<file path="src/wdsrk_regs.vh">
// register map, field layout, key codes and timing constants of the watchdog
`ifndef WDSRK_REGS_VH
`define WDSRK_REGS_VH
// register indexes; byte address is four times the index
`define WDSRK_IDX_KEY 8'ha6
`define WDSRK_IDX_CTL 8'ha7
// control/status field positions
`define WDSRK_PS_MSB 7
`define WDSRK_PS_LSB 5
`define WDSRK_IDLE_BIT 4
`define WDSRK_SOFT_RESET_FLAG_BIT 2
`define WDSRK_OVF_BIT 1
`define WDSRK_EN_BIT 0
// reset values
`define WDSRK_PS_RST 3'h0
`define WDSRK_CTL_RST 8'h00
// key bytes
`define WDSRK_KEY_FEED1 8'h1e
`define WDSRK_KEY_FEED2 8'he1
`define WDSRK_KEY_RST1 8'h5a
`define WDSRK_KEY_RST2 8'ha5
// timing
`define WDSRK_BASE_EXP 14
`define WDSRK_CNT_W 21
`define WDSRK_RST_PULSE 3'h4
`endif

</file>
<file path="src/wdsrk_key_seq.v">
// two-byte key sequence checker for the watchdog key port
`timescale 1ns/10ps
`include "wdsrk_regs.vh"
module wdsrk_key_seq (
  input wire clk_i,
  input wire arst_n_i,
  input wire clr_i,
  input wire wr_i,
  input wire [7:0] data_i,
  output wire feed_o,
  output wire soft_reset_flag_o,
  output wire bad_o
);
  localparam ST_IDLE = 2'h0;
  localparam ST_FEED = 2'h1;
  localparam ST_RST = 2'h2;

  reg [1:0] state_r;
  reg [1:0] state_nxt;
  reg feed;
  reg soft_reset_flag;
  reg bad;

  always @* begin
    state_nxt = state_r;
    feed = 1'b0;
    soft_reset_flag = 1'b0;
    bad = 1'b0;
    if (wr_i) begin
      case (state_r)
        ST_IDLE: begin
          if (data_i == `WDSRK_KEY_FEED1) begin
            state_nxt = ST_FEED;
          end else if (data_i == `WDSRK_KEY_RST1) begin
            state_nxt = ST_RST;
          end else begin
            bad = 1'b1;
          end
        end
        ST_FEED: begin
          state_nxt = ST_IDLE;
          feed = (data_i == `WDSRK_KEY_FEED2);
          bad = (data_i != `WDSRK_KEY_FEED2);
        end
        ST_RST: begin
          state_nxt = ST_IDLE;
          soft_reset_flag = (data_i == `WDSRK_KEY_RST2);
          bad = (data_i != `WDSRK_KEY_RST2);
        end
        default: begin
          state_nxt = ST_IDLE;
        end
      endcase
    end
    if (clr_i) begin
      state_nxt = ST_IDLE;
      feed = 1'b0;
      soft_reset_flag = 1'b0;
      bad = 1'b0;
    end
  end

  always @(posedge clk_i or negedge arst_n_i) begin
    if (!arst_n_i) begin
      state_r <= ST_IDLE;
    end else begin
      state_r <= state_nxt;
    end
  end

  assign feed_o = feed;
  assign soft_reset_flag_o = soft_reset_flag;
  assign bad_o = bad;
endmodule // wdsrk_key_seq

</file>
<file path="src/wdsrk_top.v">
// watchdog with software reset keys behind an Avalon-MM slave
`timescale 1ns/10ps
`include "wdsrk_regs.vh"
module wdsrk_top #(
  parameter BASE_EXP = `WDSRK_BASE_EXP
) (
  input wire clk_i,
  input wire arst_n_i,
  input wire [9:0] avs_address_i,
  input wire avs_read_i,
  input wire avs_write_i,
  input wire [31:0] avs_writedata_i,
  input wire [3:0] avs_byteenable_i,
  input wire idle_i,
  input wire powerdown_i,
  output wire [31:0] avs_readdata_o,
  output wire avs_waitrequest_o,
  output wire sys_rst_o
);
  reg waitreq_r;
  reg [31:0] rdata_r;
  reg [2:0] period_sel_r;
  reg idle_freeze_r;
  reg soft_reset_flag_r;
  reg overflow_cause_flag_r;
  reg counter_enabled_r;
  reg [`WDSRK_CNT_W-1:0] watchdog_counter_r;
  reg [2:0] rst_cnt_r;
  reg sys_rst_r;

  reg soft_reset_flag_nxt;
  reg overflow_cause_flag_nxt;
  reg [`WDSRK_CNT_W-1:0] watchdog_counter_nxt;

  wire key_feed;
  wire key_soft_reset_flag;
  wire key_bad;

  // last count value of the selected period
  function [`WDSRK_CNT_W-1:0] period_last;
    input [2:0] sel;
    reg [`WDSRK_CNT_W:0] span;
    begin
      span = {{`WDSRK_CNT_W{1'b0}}, 1'b1} << (sel + BASE_EXP);
      period_last = span[`WDSRK_CNT_W-1:0] - {{(`WDSRK_CNT_W-1){1'b0}}, 1'b1};
    end
  endfunction

  function hit;
    input [9:0] addr;
    input [7:0] idx;
    begin
      hit = (addr[9:2] == idx) && (addr[1:0] == 2'h0);
    end
  endfunction

  // access commits at the edge where waitrequest is seen low
  wire commit = (avs_read_i | avs_write_i) & ~waitreq_r;
  wire wr_low = avs_write_i & ~waitreq_r & avs_byteenable_i[0];
  wire key_wr = wr_low & hit(avs_address_i, `WDSRK_IDX_KEY);
  wire ctl_wr = wr_low & hit(avs_address_i, `WDSRK_IDX_CTL);

  wire [7:0] ctl_view = {period_sel_r, idle_freeze_r, 1'b0, soft_reset_flag_r,
                         overflow_cause_flag_r, counter_enabled_r};

  wire frozen = powerdown_i | (idle_i & idle_freeze_r);
  wire timeout = counter_enabled_r & ~frozen & ~sys_rst_r &
                 (watchdog_counter_r == period_last(period_sel_r));
  wire fire = key_soft_reset_flag | key_bad | timeout;

  wdsrk_key_seq u_key (
    .clk_i(clk_i),
    .arst_n_i(arst_n_i),
    .clr_i(sys_rst_r),
    .wr_i(key_wr),
    .data_i(avs_writedata_i[7:0]),
    .feed_o(key_feed),
    .soft_reset_flag_o(key_soft_reset_flag),
    .bad_o(key_bad)
  );

  // bus slave: one wait cycle, then one ready cycle
  always @(posedge clk_i or negedge arst_n_i) begin
    if (!arst_n_i) begin
      waitreq_r <= 1'b1;
      rdata_r <= 32'h0;
    end else begin
      if (commit) begin
        waitreq_r <= 1'b1;
      end else if (avs_read_i | avs_write_i) begin
        waitreq_r <= 1'b0;
        if (avs_read_i && hit(avs_address_i, `WDSRK_IDX_CTL)) begin
          rdata_r <= {24'h0, ctl_view};
        end else begin
          rdata_r <= 32'h0;
        end
      end
    end
  end

  // flags: hardware set wins over software write
  always @* begin
    soft_reset_flag_nxt = soft_reset_flag_r;
    overflow_cause_flag_nxt = overflow_cause_flag_r;
    if (ctl_wr) begin
      soft_reset_flag_nxt = avs_writedata_i[`WDSRK_SOFT_RESET_FLAG_BIT];
      overflow_cause_flag_nxt = avs_writedata_i[`WDSRK_OVF_BIT];
    end
    if (key_soft_reset_flag) begin
      soft_reset_flag_nxt = 1'b1;
    end
    if (key_bad) begin
      soft_reset_flag_nxt = 1'b1;
      overflow_cause_flag_nxt = 1'b1;
    end
    if (timeout) begin
      overflow_cause_flag_nxt = 1'b1;
    end
  end

  always @* begin
    watchdog_counter_nxt = watchdog_counter_r;
    if (sys_rst_r || key_feed || !counter_enabled_r) begin
      watchdog_counter_nxt = {`WDSRK_CNT_W{1'b0}};
    end else if (timeout) begin
      watchdog_counter_nxt = {`WDSRK_CNT_W{1'b0}};
    end else if (!frozen) begin
      watchdog_counter_nxt = watchdog_counter_r + {{(`WDSRK_CNT_W-1){1'b0}}, 1'b1};
    end
  end

  always @(posedge clk_i or negedge arst_n_i) begin
    if (!arst_n_i) begin
      period_sel_r <= `WDSRK_PS_RST;
      idle_freeze_r <= 1'b0;
      soft_reset_flag_r <= 1'b0;
      overflow_cause_flag_r <= 1'b0;
      counter_enabled_r <= 1'b0;
      watchdog_counter_r <= {`WDSRK_CNT_W{1'b0}};
      rst_cnt_r <= 3'h0;
      sys_rst_r <= 1'b0;
    end else begin
      if (ctl_wr) begin
        period_sel_r <= avs_writedata_i[`WDSRK_PS_MSB:`WDSRK_PS_LSB];
        idle_freeze_r <= avs_writedata_i[`WDSRK_IDLE_BIT];
      end
      soft_reset_flag_r <= soft_reset_flag_nxt;
      overflow_cause_flag_r <= overflow_cause_flag_nxt;
      watchdog_counter_r <= watchdog_counter_nxt;
      if (sys_rst_r || fire) begin
        counter_enabled_r <= 1'b0;
      end else if (key_feed) begin
        counter_enabled_r <= 1'b1;
      end
      // reset pulse on soft-reset or bad key regardless of enable state; timeout pulses only while enabled
      if (fire && !sys_rst_r) begin
        sys_rst_r <= 1'b1;
        rst_cnt_r <= `WDSRK_RST_PULSE - 3'h1;
      end else if (sys_rst_r) begin
        if (rst_cnt_r == 3'h0) begin
          sys_rst_r <= 1'b0;
        end else begin
          rst_cnt_r <= rst_cnt_r - 3'h1;
        end
      end
    end
  end

  assign avs_readdata_o = rdata_r;
  assign avs_waitrequest_o = waitreq_r;
  assign sys_rst_o = sys_rst_r;
endmodule // wdsrk_top

</file>
<file path="config.mk">
export PLATFORM = sky130hd
export DESIGN_NAME = wdsrk_top
export DESIGN_NICKNAME = d
export VERILOG_FILES = /design/src/wdsrk_key_seq.v /design/src/wdsrk_top.v
export VERILOG_INCLUDE_DIRS = /design/src
export SDC_FILE = /design/constraint.sdc
export NUM_CORES = 1
export LEC_CHECK = 0
export BUFFER_PORTS_ARGS = -buffer_cell sky130_fd_sc_hd__buf_4
export CORE_MARGIN = 1
export CORE_UTILIZATION = 40
export CTS_BUF_LIST = sky130_fd_sc_hd__clkbuf_4
export DETAILED_ROUTE_END_ITERATION = 10
export SETUP_SLACK_MARGIN = 0.05
export SLEW_MARGIN = 20
export SYNTH_ARGS = -nofsm -noshare
export SYNTH_HDL_FRONTEND = slang
export SYNTH_SLANG_ARGS = --single-unit
export TNS_END_PERCENT = 30
</file>
<file path="constraint.sdc">
create_clock -name clk_i -period 5.35 [get_ports clk_i]
set_input_delay 0.8025 -clock clk_i [delete_from_list [all_inputs] [get_ports clk_i]]
set_output_delay 0.8025 -clock clk_i [all_outputs]
set_load 0.02 [all_outputs]
</file>
== Word level (Yosys, flattened, before mapping) ==
Cells that the tools add are included.

* Mux-type cells: 36
* Equal/unequal tests: 14
* $add $sub $neg: 4
* Reduce and logical (&&, ||, !) cells: 21
* Shift operators: 1
* Bitwise operators: 17

{| class="wikitable"
|+ Operator list
! cell !! count
|-
| $mux 21 || 3
|-
| $eq 8x8->1 const B || 4
|-
| $mux 1 || 23
|-
| $add 21x1->21 const B || 1
|-
| $eq 21x21->1 || 1
|-
| $shl 1x5->21 const A || 1
|-
| $sub 21x1->21 const B || 1
|-
| $ne 8x8->1 const B || 2
|-
| $mux 2 || 5
|-
| $and 1x1->1 || 9
|-
| $mux 3 || 3
|-
| $eq 8x5->1 const B || 1
|-
| $eq 8x7->1 const B || 1
|-
| $mux 8 || 1
|-
| $reduce_bool 2->1 || 4
|-
| $reduce_and 2->1 || 3
|-
| $reduce_bool 3->1 || 2
|-
| $add 3x4->5 const B || 1
|-
| $logic_and 1x1->1 || 4
|-
| $logic_not 2->1 || 2
|-
| $ne 4x2->1 const B || 1
|-
| $not 1->1 || 4
|-
| $or 1x1->1 || 4
|-
| $logic_not 3->1 || 1
|-
| other kinds (8) || 11
|}

* Register bits after elaboration: 67
* Output and inout bits: 34

== Depth between registers and ports, before layout ==
Gate-level depths: netlist (run 1).

* Word-level depth: 11
* Gate-level depth with buffers: 12
* Depth with buffers taken out: 8

== Hierarchy ==
A second synthesis (run 1) with hierarchy kept.

* Cell total of the unflattened synthesis: 335
* Area total of the unflattened synthesis: 2,992.9 µm²

{| class="wikitable"
|+ Modules (own cells, without submodules)
! module !! seq. area each (µm²) !! area an instance (µm²) !! cells each !! instances
|-
| wdsrk_top || 1,002.2 || 2,661.3 || 299 || 1
|-
| wdsrk_key_seq || 50.0 || 331.6 || 36 || 1
|}

== Worst setup path before layout (run 1) ==
Ideal clock, no wire load.

* Path kind: input port to flip-flop
* Start point: in avs_address_i[8]
* End point: reg overflow_cause_flag_r
* Setup slack: 2.433 ns
* Library setup time: 0.124 ns
* Data arrival time: 2.794 ns
* Data required time: 5.226 ns
* Cell stages on the path: 6
* Cell sequence: or4b_1 -> or2_1 -> or3_4 -> nor3_4 -> mux2_4 -> a211o_1

* Word-level cells in the longest chain between the ends: 7

{| class="wikitable"
|+ Ends and longest elaborated chain
! item !! RTL line !! text
|-
| start: declaration || wdsrk_top.v:9 || <nowiki>input wire [9:0] avs_address_i,</nowiki>
|-
| $eq 8x8->1 || wdsrk_top.v:53 || <nowiki>hit = (addr[9:2] == idx) && (addr[1:0] == 2'h0);</nowiki>
|-
| $logic_and 1x1->1 || wdsrk_top.v:53 ||
|-
| $and 1x1->1 || wdsrk_top.v:60 || <nowiki>wire key_wr = wr_low & hit(avs_address_i, `WDSRK_IDX_KEY);</nowiki>
|-
| $mux 1 || wdsrk_key_seq.v:29 || <nowiki>if (wr_i) begin</nowiki>
|-
| $mux 1 || wdsrk_key_seq.v:55 || <nowiki>if (clr_i) begin</nowiki>
|-
| $mux 1 || wdsrk_top.v:112 || <nowiki>if (key_bad) begin</nowiki>
|-
| $mux 1 || wdsrk_top.v:116 || <nowiki>if (timeout) begin</nowiki>
|-
| end signal: assignment || wdsrk_top.v:148 || <nowiki>overflow_cause_flag_r <= overflow_cause_flag_nxt;</nowiki>
|-
| end: declaration || wdsrk_top.v:25 || <nowiki>reg overflow_cause_flag_r;</nowiki>
|}

Several ways; a longest one is shown, not always the timed one.
A chain may end at the register's enable or synchronous reset.

== Final worst setup path (run 1) ==
* Start point: reg period_sel_r[1]
* End point: reg counter_enabled_r

* Word-level cells in the longest chain between the ends: 8

{| class="wikitable"
|+ Ends and longest elaborated chain
! item !! RTL line !! text
|-
| start: declaration || wdsrk_top.v:22 || <nowiki>reg [2:0] period_sel_r;</nowiki>
|-
| start signal: assignment || wdsrk_top.v:134 || <nowiki>period_sel_r <= `WDSRK_PS_RST;</nowiki>
|-
| start signal: assignment || wdsrk_top.v:144 || <nowiki>period_sel_r <= avs_writedata_i[`WDSRK_PS_MSB:`WDSRK_PS_LSB];</nowiki>
|-
| $add 3x4->5 (*) || wdsrk_top.v:44 || <nowiki>span = {{`WDSRK_CNT_W{1'b0}}, 1'b1} << (sel + BASE_EXP);</nowiki>
|-
| $shl 1x5->21 (*) || wdsrk_top.v:44 ||
|-
| $sub 21x1->21 (*) || wdsrk_top.v:45 || <nowiki>period_last = span[`WDSRK_CNT_W-1:0] - {{(`WDSRK_CNT_W-1){1'b0}}, 1'b1};</nowiki>
|-
| $eq 21x21->1 (*) || wdsrk_top.v:68 || <nowiki>(watchdog_counter_r == period_last(period_sel_r));</nowiki>
|-
| $and 1x1->1 (*) || wdsrk_top.v:67 || <nowiki>wire timeout = counter_enabled_r & ~frozen & ~sys_rst_r &</nowiki>
|-
| $or 1x1->1 (*) || wdsrk_top.v:69 || <nowiki>wire fire = key_soft_reset_flag | key_bad | timeout;</nowiki>
|-
| $logic_or 1x1->1 (*) || wdsrk_top.v:150 || <nowiki>if (sys_rst_r || fire) begin</nowiki>
|-
| $mux 1 or $reduce_bool 2->1 (tied branches) || -- ||
|-
| end signal: assignment || wdsrk_top.v:138 || <nowiki>counter_enabled_r <= 1'b0;</nowiki>
|-
| end signal: assignment || wdsrk_top.v:151 || <nowiki>counter_enabled_r <= 1'b0;</nowiki>
|-
| end signal: assignment || wdsrk_top.v:153 || <nowiki>counter_enabled_r <= 1'b1;</nowiki>
|-
| end: declaration || wdsrk_top.v:26 || <nowiki>reg counter_enabled_r;</nowiki>
|}

Every way passes the cells marked *; elsewhere a longest branch is shown, timed or not.

==> results of run 1 <==
==> cell usage after synthesis, drive strengths merged (3+ instances only) <==
library cell  number  area [µm²]
buf               28         205
nand4b             4        35.0
nor3              21         128
dfrtp             41        1030
clkbuf             9        35.0
a21oi             21         105
and3b              4        35.0
nand3             10        50.1
nand3b             5        37.5
a22o               8        70.1
nor4               4        31.3
or3                3        23.8
nor2b              5        31.3
nor2              15        56.3
nor3b              3        22.5
inv               15        56.3
o311ai             6        52.6
a21boi             3        22.5
o21ai              8        40.0
o211ai             3        22.5
nand4              4        25.0
nand2             29         109
nand2b             7        43.8
xnor2             14         123
and3               7        43.8
ha                13         163
xor2               9        78.8
==> through the flow <==
step | utilization | cells | instance area (µm²) | total power, W | worst slack, ps
6_report | 0.469 | 452 | 3260 | 0.000684 | 1850
5_1_grt | 0.469 | 452 | 3260 | 0.000713 | 1450
4_1_cts | 0.469 | 452 | 3260 | 0.000689 | 1830
3_5_place_dp | 0.455 | 444 | 3160 | 0.000436 | 1870
3_3_place_gp | 0.455 | 444 | 3160 | 0.000435 | 1880
2_1_floorplan | - | 352 | 3030 | 0.000412 | 2430
==> cell families (layout without fill, tap and decap cells) <==
logic type | after synthesis | after routing | share of synthesized area
AOI/OAI and AO/OA | 64 | 64 | 0.147
xor gates and xnor gates | 23 | 23 | 0.0685
adders and majority gates | 13 | 13 | 0.0553
buffers and inverters | 52 | 56 | 0.101
DFF | 42 | 42 | 0.358
muxes | 3 | 3 | 0.0123
other | 1 | 25 | 0.00128
and+or+nand+nor | 130 | 130 | 0.257
==> state kept, by name, indices dropped and copies added, names as in the netlist <==
signal,cells
avs_readdata_o,7
avs_waitrequest_o,1
counter_enabled_r,1
idle_freeze_r,1
overflow_cause_flag_r,1
period_sel_r,3
rst_cnt_r,3
soft_reset_flag_r,1
sys_rst_o,1
u_key.state_r,2
watchdog_counter_r,21
==> worst min-delay path by stage <==
| stage | startpoint | endpoint | slack, ps | depth (start not counted) |
|---|---|---|---|---|
| 3_3_place_gp | overflow_cause_flag_r$_DFFE_PN0P_ | avs_readdata_o[1]$_DFFE_PN0P_ | 480 | 1 |
| 4_1_cts | arst_n_i | watchdog_counter_r[6]$_DFFE_PN0P_ | 430 | 1 |
| 2_1_floorplan | soft_reset_flag_r$_DFFE_PN0P_ | avs_readdata_o[2]$_DFFE_PN0P_ | 470 | 1 |
| 6_report | arst_n_i | watchdog_counter_r[6]$_DFFE_PN0P_ | 400 | 1 |
| 5_1_grt | arst_n_i | watchdog_counter_r[6]$_DFFE_PN0P_ | 450 | 1 |
| 3_5_place_dp | avs_readdata_o[7]$_DFFE_PN0P_ | avs_readdata_o[7]$_DFFE_PN0P_ | 500 | 1 |
==> metal layers <==
layer  vias up  global-route usage  routed length (µm)
li1       1173                   -                   -
met1      1127               0.261                3210
met2        53               0.278                2930
met3         7              0.0254                 179
met4         0              0.0477                  71
met5         -                   0                   0
==> layout by cell type (no fill, tap or decap), types with 2 or more instances in the layout <==
cell type	netlist	layout
nor2b_1	5	5
nand3_1	10	10
buf_4	26	33
bufinv_16	0	2
o21ai_0	7	7
o211ai_1	3	3
nand4b_1	4	4
nor3b_1	3	3
nor3_4	2	2
nand3b_1	5	5
a22o_1	8	8
a21boi_0	2	2
o311ai_0	6	6
inv_1	15	15
a211oi_1	2	2
and3_1	7	7
nor4_1	3	3
nor2_1	15	15
nand2_1	29	29
conb_1	1	25
a21oi_1	21	21
clkbuf_4	0	5
dfrtp_1	41	41
and3b_1	4	4
nand2b_1	7	7
or3_1	2	2
xor2_1	9	9
a211o_1	2	2
nand4_1	4	4
nor3_1	19	19
ha_1	13	13
xnor2_1	14	14
o41ai_1	2	2
==> cell type report <==
class                   instances  area share
flip-flops and latches         42       0.323
multi-input cells             258       0.516
clock inverters                 3      0.0196
repair buffers                 33      0.0760
well taps                      96      0.0369
inverters                      15      0.0173
clock buffers                   5      0.0115
==> power by group through the flow <==
stage | Sequential [W] | Combinational, W | Clock [W]
4_1_cts | 0.000341 | 0.0000890 | 0.000259
2_1_floorplan | 0.000350 | 0.0000624 | 0
6_report | 0.000341 | 0.0000884 | 0.000255
3_5_place_dp | 0.000347 | 0.0000891 | 0
3_3_place_gp | 0.000347 | 0.0000877 | 0
5_1_grt | 0.000343 | 0.000101 | 0.000269
==> worst max-delay path: cells and delay by family, from the launching register on <==
family | cells | cell delay, ps
adders and majority gates | 1 | 550
xor gates and xnor gates | 1 | 200
AOI/OAI and AO/OA | 1 | 370
and+or+nand+nor | 4 | 1450
DFF | 1 | 650
buffers and inverters | 1 | 170
==> flow_summary.yaml, run 1 <==
detailed_routing:
  route.final.wire_length_um: 6400
  avgViaCountPerCell: 5.22
  avgRoutedWirePerCell_um: 14.2
  detail_route.iter0.violations: 158
  dr_total_vias: 2360
  detail-route-antenna-nets: 0
  first_pass_iters: 4
  detail_route.drc_violations: 0
global_routing:
  grt_first_pass_wirelength_um: 10800
  first_global_vias: 2174
  antenna_violations_before_repair: 0
  overall_overflow_remaining_after_global_route: 0
  globalRouteTotalUtil: 0.180
  grt_start_max_net_pins: 43
worst_hold_path:
  hold_path.class: "in2async"
outcome:
  run_status: "completed"
floorplanning:
  chipHeight_um: 87.7
  rows: 30
  core_area_mm2: 0.00694
  die_area_mm2: 0.00770
  initial_utilization: 0.423
  io_pins: 86
  die_w_um: 87.7
layout:
  multi_input_comb_area_mm2: 0.00168
  num-nets-final: 420
  num-fill-cells: 734
  drive_gt1_frac: 0.135
  antenna_cells_inserted: 0
  area_delta_synth_final_pct: 10.9
  regArea_mm2: 0.00105
sta:
  fmaxAchievable_mhz: 286
  hold_slack_ps: 403
  period_minus_slack_ps: 3500
  timing_worst_slew_pin_value_ps: 981
  hold_viol_final: 0
  finalSetupViolCount: 0
  finalMaxSlewViolations: 0
  setup-tns-final_ps: 0
  finalClockSkew_ps: 25.0
  min_period_over_period: 0.655
  relSlewSlack: 0.343
  grt_setup_unrepaired: "no"
clocking:
  clock_sink_count: 42
  max-clock-path-buffers: 2
  post-cts-setup-buffers: 0
  cts_resized: 0
  cts_htree_levels: 2
  clockRootBuffer: "clkbuf_4"
  worstSkewPairLatency_ps: 370
  holdBufCountCts: 0
  clock_edge_transition_at_the_registers_on_the_reported_setup_and_hold_paths_ps: 150
  tritoncts: "done"
  cts_made_buffers: 5
pwr:
  internal_power_w: 0.000505
  power_per_cell_area_mw_per_mm2: 210
  power_switching_w: 0.000179
  p_seq_frac: 0.499
  switching_share: 0.262
  p_clk_frac: 0.372
  static-leakage-power_nw: 1.44
  power_frac_comb: 0.129
  peakVddDrop_v: 0.0000919
critical_path:
  critical-path-max-stage-delay_ps: 780
  worstSetupStartpoint: "period_sel_r[1]$_DFFE_PN0P_"
  setup.worst_path.class: "reg2reg"
  worst_r2r_path_depth: 8
  r2r-start: "period_sel_r[1]$_DFFE_PN0P_"
  critical_path.cell_chain: "inv_1, ha_1, nor3b_1, xor2_1, or3_1, o211ai_1, nor3_4, and3b_1"
  worstSetupEndpointType: "flip-flop"
  worst-endpoint-required_ps: 5600
  slowest_stage: "nor3_4"
  timing.critical_path.from_type: "flip-flop"
  critical_path.reg2reg.endpoint: "counter_enabled_r$_DFFE_PN0P_"
  worst_setup_path_endpoint: "counter_enabled_r$_DFFE_PN0P_"
  worst_ep_arrival_time_ps: 3750
  ff2ff_setup_slack_ps: 1850
  critPathMaxFanout: 19
synthesis:
  ys_async_sr_fraction: 1.00
  synth_cell_type_count: 60
  dominantRegCellSynth: "dfrtp_1"
  syn-cell-area_mm2: 0.00294
  syn_inst_count: 328
  postSynthRegisterBits: 42
  synth_warnings: 0
  synth-seq-area-share: 0.358
  synth_edf_count: 0
  synth_area_per_cell_um2: 8.96
placed_design:
  hpwl_um: 4570
  portBuffers: 33
  globalplace.congestion: 0.762
job:
  drv_cap: 0
(Power assumes the default switching activity.)
==> run 2: changes to the inputs <==
--- a/config.mk
+++ b/config.mk
@@ -6,11 +6,13 @@
 export SDC_FILE = /design/constraint.sdc
 export NUM_CORES = 1
 export LEC_CHECK = 0
+export ABC_AREA = 1
 export BUFFER_PORTS_ARGS = -buffer_cell sky130_fd_sc_hd__buf_4
 export CORE_MARGIN = 1
 export CORE_UTILIZATION = 40
 export CTS_BUF_LIST = sky130_fd_sc_hd__clkbuf_4
 export DETAILED_ROUTE_END_ITERATION = 10
+export PLACE_DENSITY = 0.67
 export SETUP_SLACK_MARGIN = 0.05
 export SLEW_MARGIN = 20
 export SYNTH_ARGS = -nofsm -noshare
==> constraint.sdc (replaced) <==
create_clock -name clk_i -period 2.95 [get_ports clk_i]
set_input_delay 0.4425 -clock clk_i [delete_from_list [all_inputs] [get_ports clk_i]]
set_output_delay 0.4425 -clock clk_i [all_outputs]
set_load 0.02 [all_outputs]
==> run 2 against run 1 <==
Net effect: sequential power increased by 76%; core utilization fell by 1.3 points; cell count grew 21%; non-clock buffer count is 1 higher; hold slack got worse by 360 ps; register-to-register slack worse by 1400 ps; highest routed layer unchanged.
==> flow_summary.yaml, run 2 <==
clocking:
  max-clock-path-buffers: 2
  post-cts-setup-buffers: 0
  worstSkewPairLatency_ps: 360
  clockRootBuffer: "clkbuf_4"
  clock_sink_count: 42
  cts_resized: 0
  cts_htree_levels: 2
  tritoncts: "done"
  holdBufCountCts: 0
  cts_made_buffers: 5
  clock_edge_transition_at_the_registers_on_the_reported_setup_and_hold_paths_ps: 120
pwr:
  power_switching_w: 0.000308
  peakVddDrop_v: 0.000131
  p_clk_frac: 0.332
  p_seq_frac: 0.525
  internal_power_w: 0.000836
  power_frac_comb: 0.143
  static-leakage-power_nw: 1.62
  power_per_cell_area_mw_per_mm2: 346
  switching_share: 0.269
sta:
  layout_setup_ws_ps: 422
  grt_setup_unrepaired: "no"
  fmaxAchievable_mhz: 396
  relSlewSlack: 0.647
  setup-tns-final_ps: 0
  finalSetupViolCount: 0
  timing_worst_slew_pin_value_ps: 529
  min_period_over_period: 0.857
  period_minus_slack_ps: 2530
  hold_viol_final: 0
  finalClockSkew_ps: 8.88
  finalMaxSlewViolations: 0
layout:
  leading_cell_types_in_the_layout_fill_and_taps_excluded: "nand2_1 (112), nor2_1 (46), inv_1 (42)"
  num-nets-final: 511
  regMostFlops: "watchdog_counter_r"
  num-fill-cells: 752
  layout_commonest_cell: "nand2_1"
  number_of_flip_flops_in_the_largest_register: 21
  area_delta_synth_final_pct: 10.3
  antenna_cells_inserted: 0
  drive_gt1_frac: 0.130
critical_path:
  worstSetupStartpoint: "period_sel_r[1]$_DFFE_PN0P_"
  timing.critical_path.from_type: "flip-flop"
  r2r-start: "period_sel_r[1]$_DFFE_PN0P_"
  worst-endpoint-required_ps: 3200
  critical-path-max-stage-delay_ps: 540
  setup.worst_path.class: "reg2reg"
  path_common_cell: "nand2_1"
  critical_path.cell_chain: "inv_2, ha_1, o21ai_0, nand2_1, nand2_1, nand2_1, nor2_1, nand2_1, nor2_1, nand2_2, nand2_2, nor2_1"
  worstSetupEndpointType: "flip-flop"
  critPathBufInv: 1
  timing.critical_path.max_delay_family: "simple AND/OR/NAND/NOR gates"
  worst_ep_arrival_time_ps: 2780
  slowest_stage: "dfrtp_1"
  critPathMaxFanout: 15
placed_design:
  place_worst_setup_slack_ps: 410
  globalplace.congestion: 0.864
  portBuffers: 33
  hpwl_um: 4620
floorplanning:
  chipHeight_um: 88.6
  initial_utilization: 0.414
  rows: 31
  core_area_mm2: 0.00725
  die_area_mm2: 0.00785
  die_w_um: 88.6
  io_pins: 86
global_routing:
  first_global_vias: 2304
  globalRouteTotalUtil: 0.165
  antenna_violations_before_repair: 0
  grt_start_max_net_pins: 43
  grt_first_pass_wirelength_um: 10200
  overall_overflow_remaining_after_global_route: 0
synthesis:
  synth.top_cells.by_area: "dfrtp_1 (34%), nand2_1 (14%), buf_4 (6.8%)"
  synth_area_per_cell_um2: 7.25
  synth-seq-area-share: 0.351
  synth_commonest_cells: "nand2_1 (112), nor2_1 (46), inv_1 (42), dfrtp_1 (41), nand3_1 (29)"
  ys_async_sr_fraction: 1.00
  syn_inst_count: 414
  post_synthesis_cell_type_with_the_largest_combined_area: "dfrtp_1"
  synth_top_area_frac: 0.342
  synth_edf_count: 0
  synth_warnings: 0
  synth_most_common_cell: "nand2_1"
  syn-cell-area_mm2: 0.00300
  dominantRegCellSynth: "dfrtp_1"
  synth_cell_type_count: 32
  postSynthRegisterBits: 42
worst_hold_path:
  hold_path.class: "in2async"
detailed_routing:
  route.final.wire_length_um: 6100
  first_pass_iters: 4
  detail-route-antenna-nets: 0
  avgRoutedWirePerCell_um: 11.2
  detail_route.iter0.violations: 148
  dr_total_vias: 2594
  detail_route.drc_violations: 0
  avgViaCountPerCell: 4.75
job:
  drv_cap: 0
outcome:
  run_status: "completed"
## run 2: logic make-up (layout without fill, tap and decap cells)
family / Yosys count / after routing / share of synthesized area
and+or+nand+nor: 229 / 229 / 0.334
buffers and inverters: 79 / 88 / 0.138
DFF: 42 / 42 / 0.351
AOI/OAI and AO/OA: 29 / 29 / 0.0600
xor gates and xnor gates: 21 / 21 / 0.0613
adders and majority gates: 13 / 13 / 0.0542
other: 1 / 25 / 0.00125
## run 2: area by class of cell
class / instances / area (µm²) / share of cell area
clock buffers: 6 / 45.0 / 0.0136
inverters: 46 / 173 / 0.0522
multi-input cells: 317 / 1620 / 0.490
well taps: 99 / 124 / 0.0374
flip-flops and latches: 42 / 1050 / 0.318
clock inverters: 2 / 37.5 / 0.0113
repair buffers: 34 / 255 / 0.0771
## run 2: stage by stage
stage               area [µm²]  hold slack [ps]  power (W)   util  instances
floorplan                 3090              147   0.000733      -        438
global placement          3230              465   0.000775  0.445        538
detailed placement        3230              469   0.000778  0.445        538
CTS                       3310             58.1    0.00116  0.456        546
global route              3310             69.7    0.00121  0.456        546
finish                    3310             47.6    0.00114  0.456        546
## run 2: power by group through the flow
stage / sequential, W / combinational (W) / clock, W
CTS: 0.000601 / 0.000166 / 0.000393
global route: 0.000603 / 0.000188 / 0.000417
floorplan: 0.000620 / 0.000112 / 0
global placement: 0.000612 / 0.000164 / 0
detailed placement: 0.000612 / 0.000165 / 0
finish: 0.000601 / 0.000163 / 0.000380
## run 2: metal layers
layer / GRT usage / wire length [µm] / vias to the layer above
li1: - / - / 1333
met1: 0.216 / 2810 / 1191
met2: 0.281 / 2910 / 57
met3: 0.0196 / 257 / 13
met4: 0.0601 / 115 / 0
met5: 0 / 0 / -
## run 2: worst paths after layout
path / endpoint / slack [ps] / depth (start not counted)
worst max-delay path: watchdog_counter_r[9]$_DFFE_PN0P_ / 420 / 12
worst min-delay path: watchdog_counter_r[4]$_DFFE_PN0P_ / 50 / 1
worst max register to register: watchdog_counter_r[9]$_DFFE_PN0P_ / 420 / 12
worst min register to register: avs_readdata_o[4]$_DFFE_PN0P_ / 500 / 2
max in group asynchronous: avs_waitrequest_o$_DFFE_PN1P_ / 2530 / 1
min in group clk_i: avs_waitrequest_o$_DFFE_PN1P_ / 330 / 3
## run 2: worst register-to-register path, stage by stage (launching register included)
cell and delay, ps:
dfrtp_1 540, inv_2 130, ha_1 390, o21ai_0 240
nand2_1 110, nand2_1 70, nand2_1 40, nor2_1 100
nand2_1 80, nor2_1 110, nand2_2 220, nand2_2 290
nor2_1 80
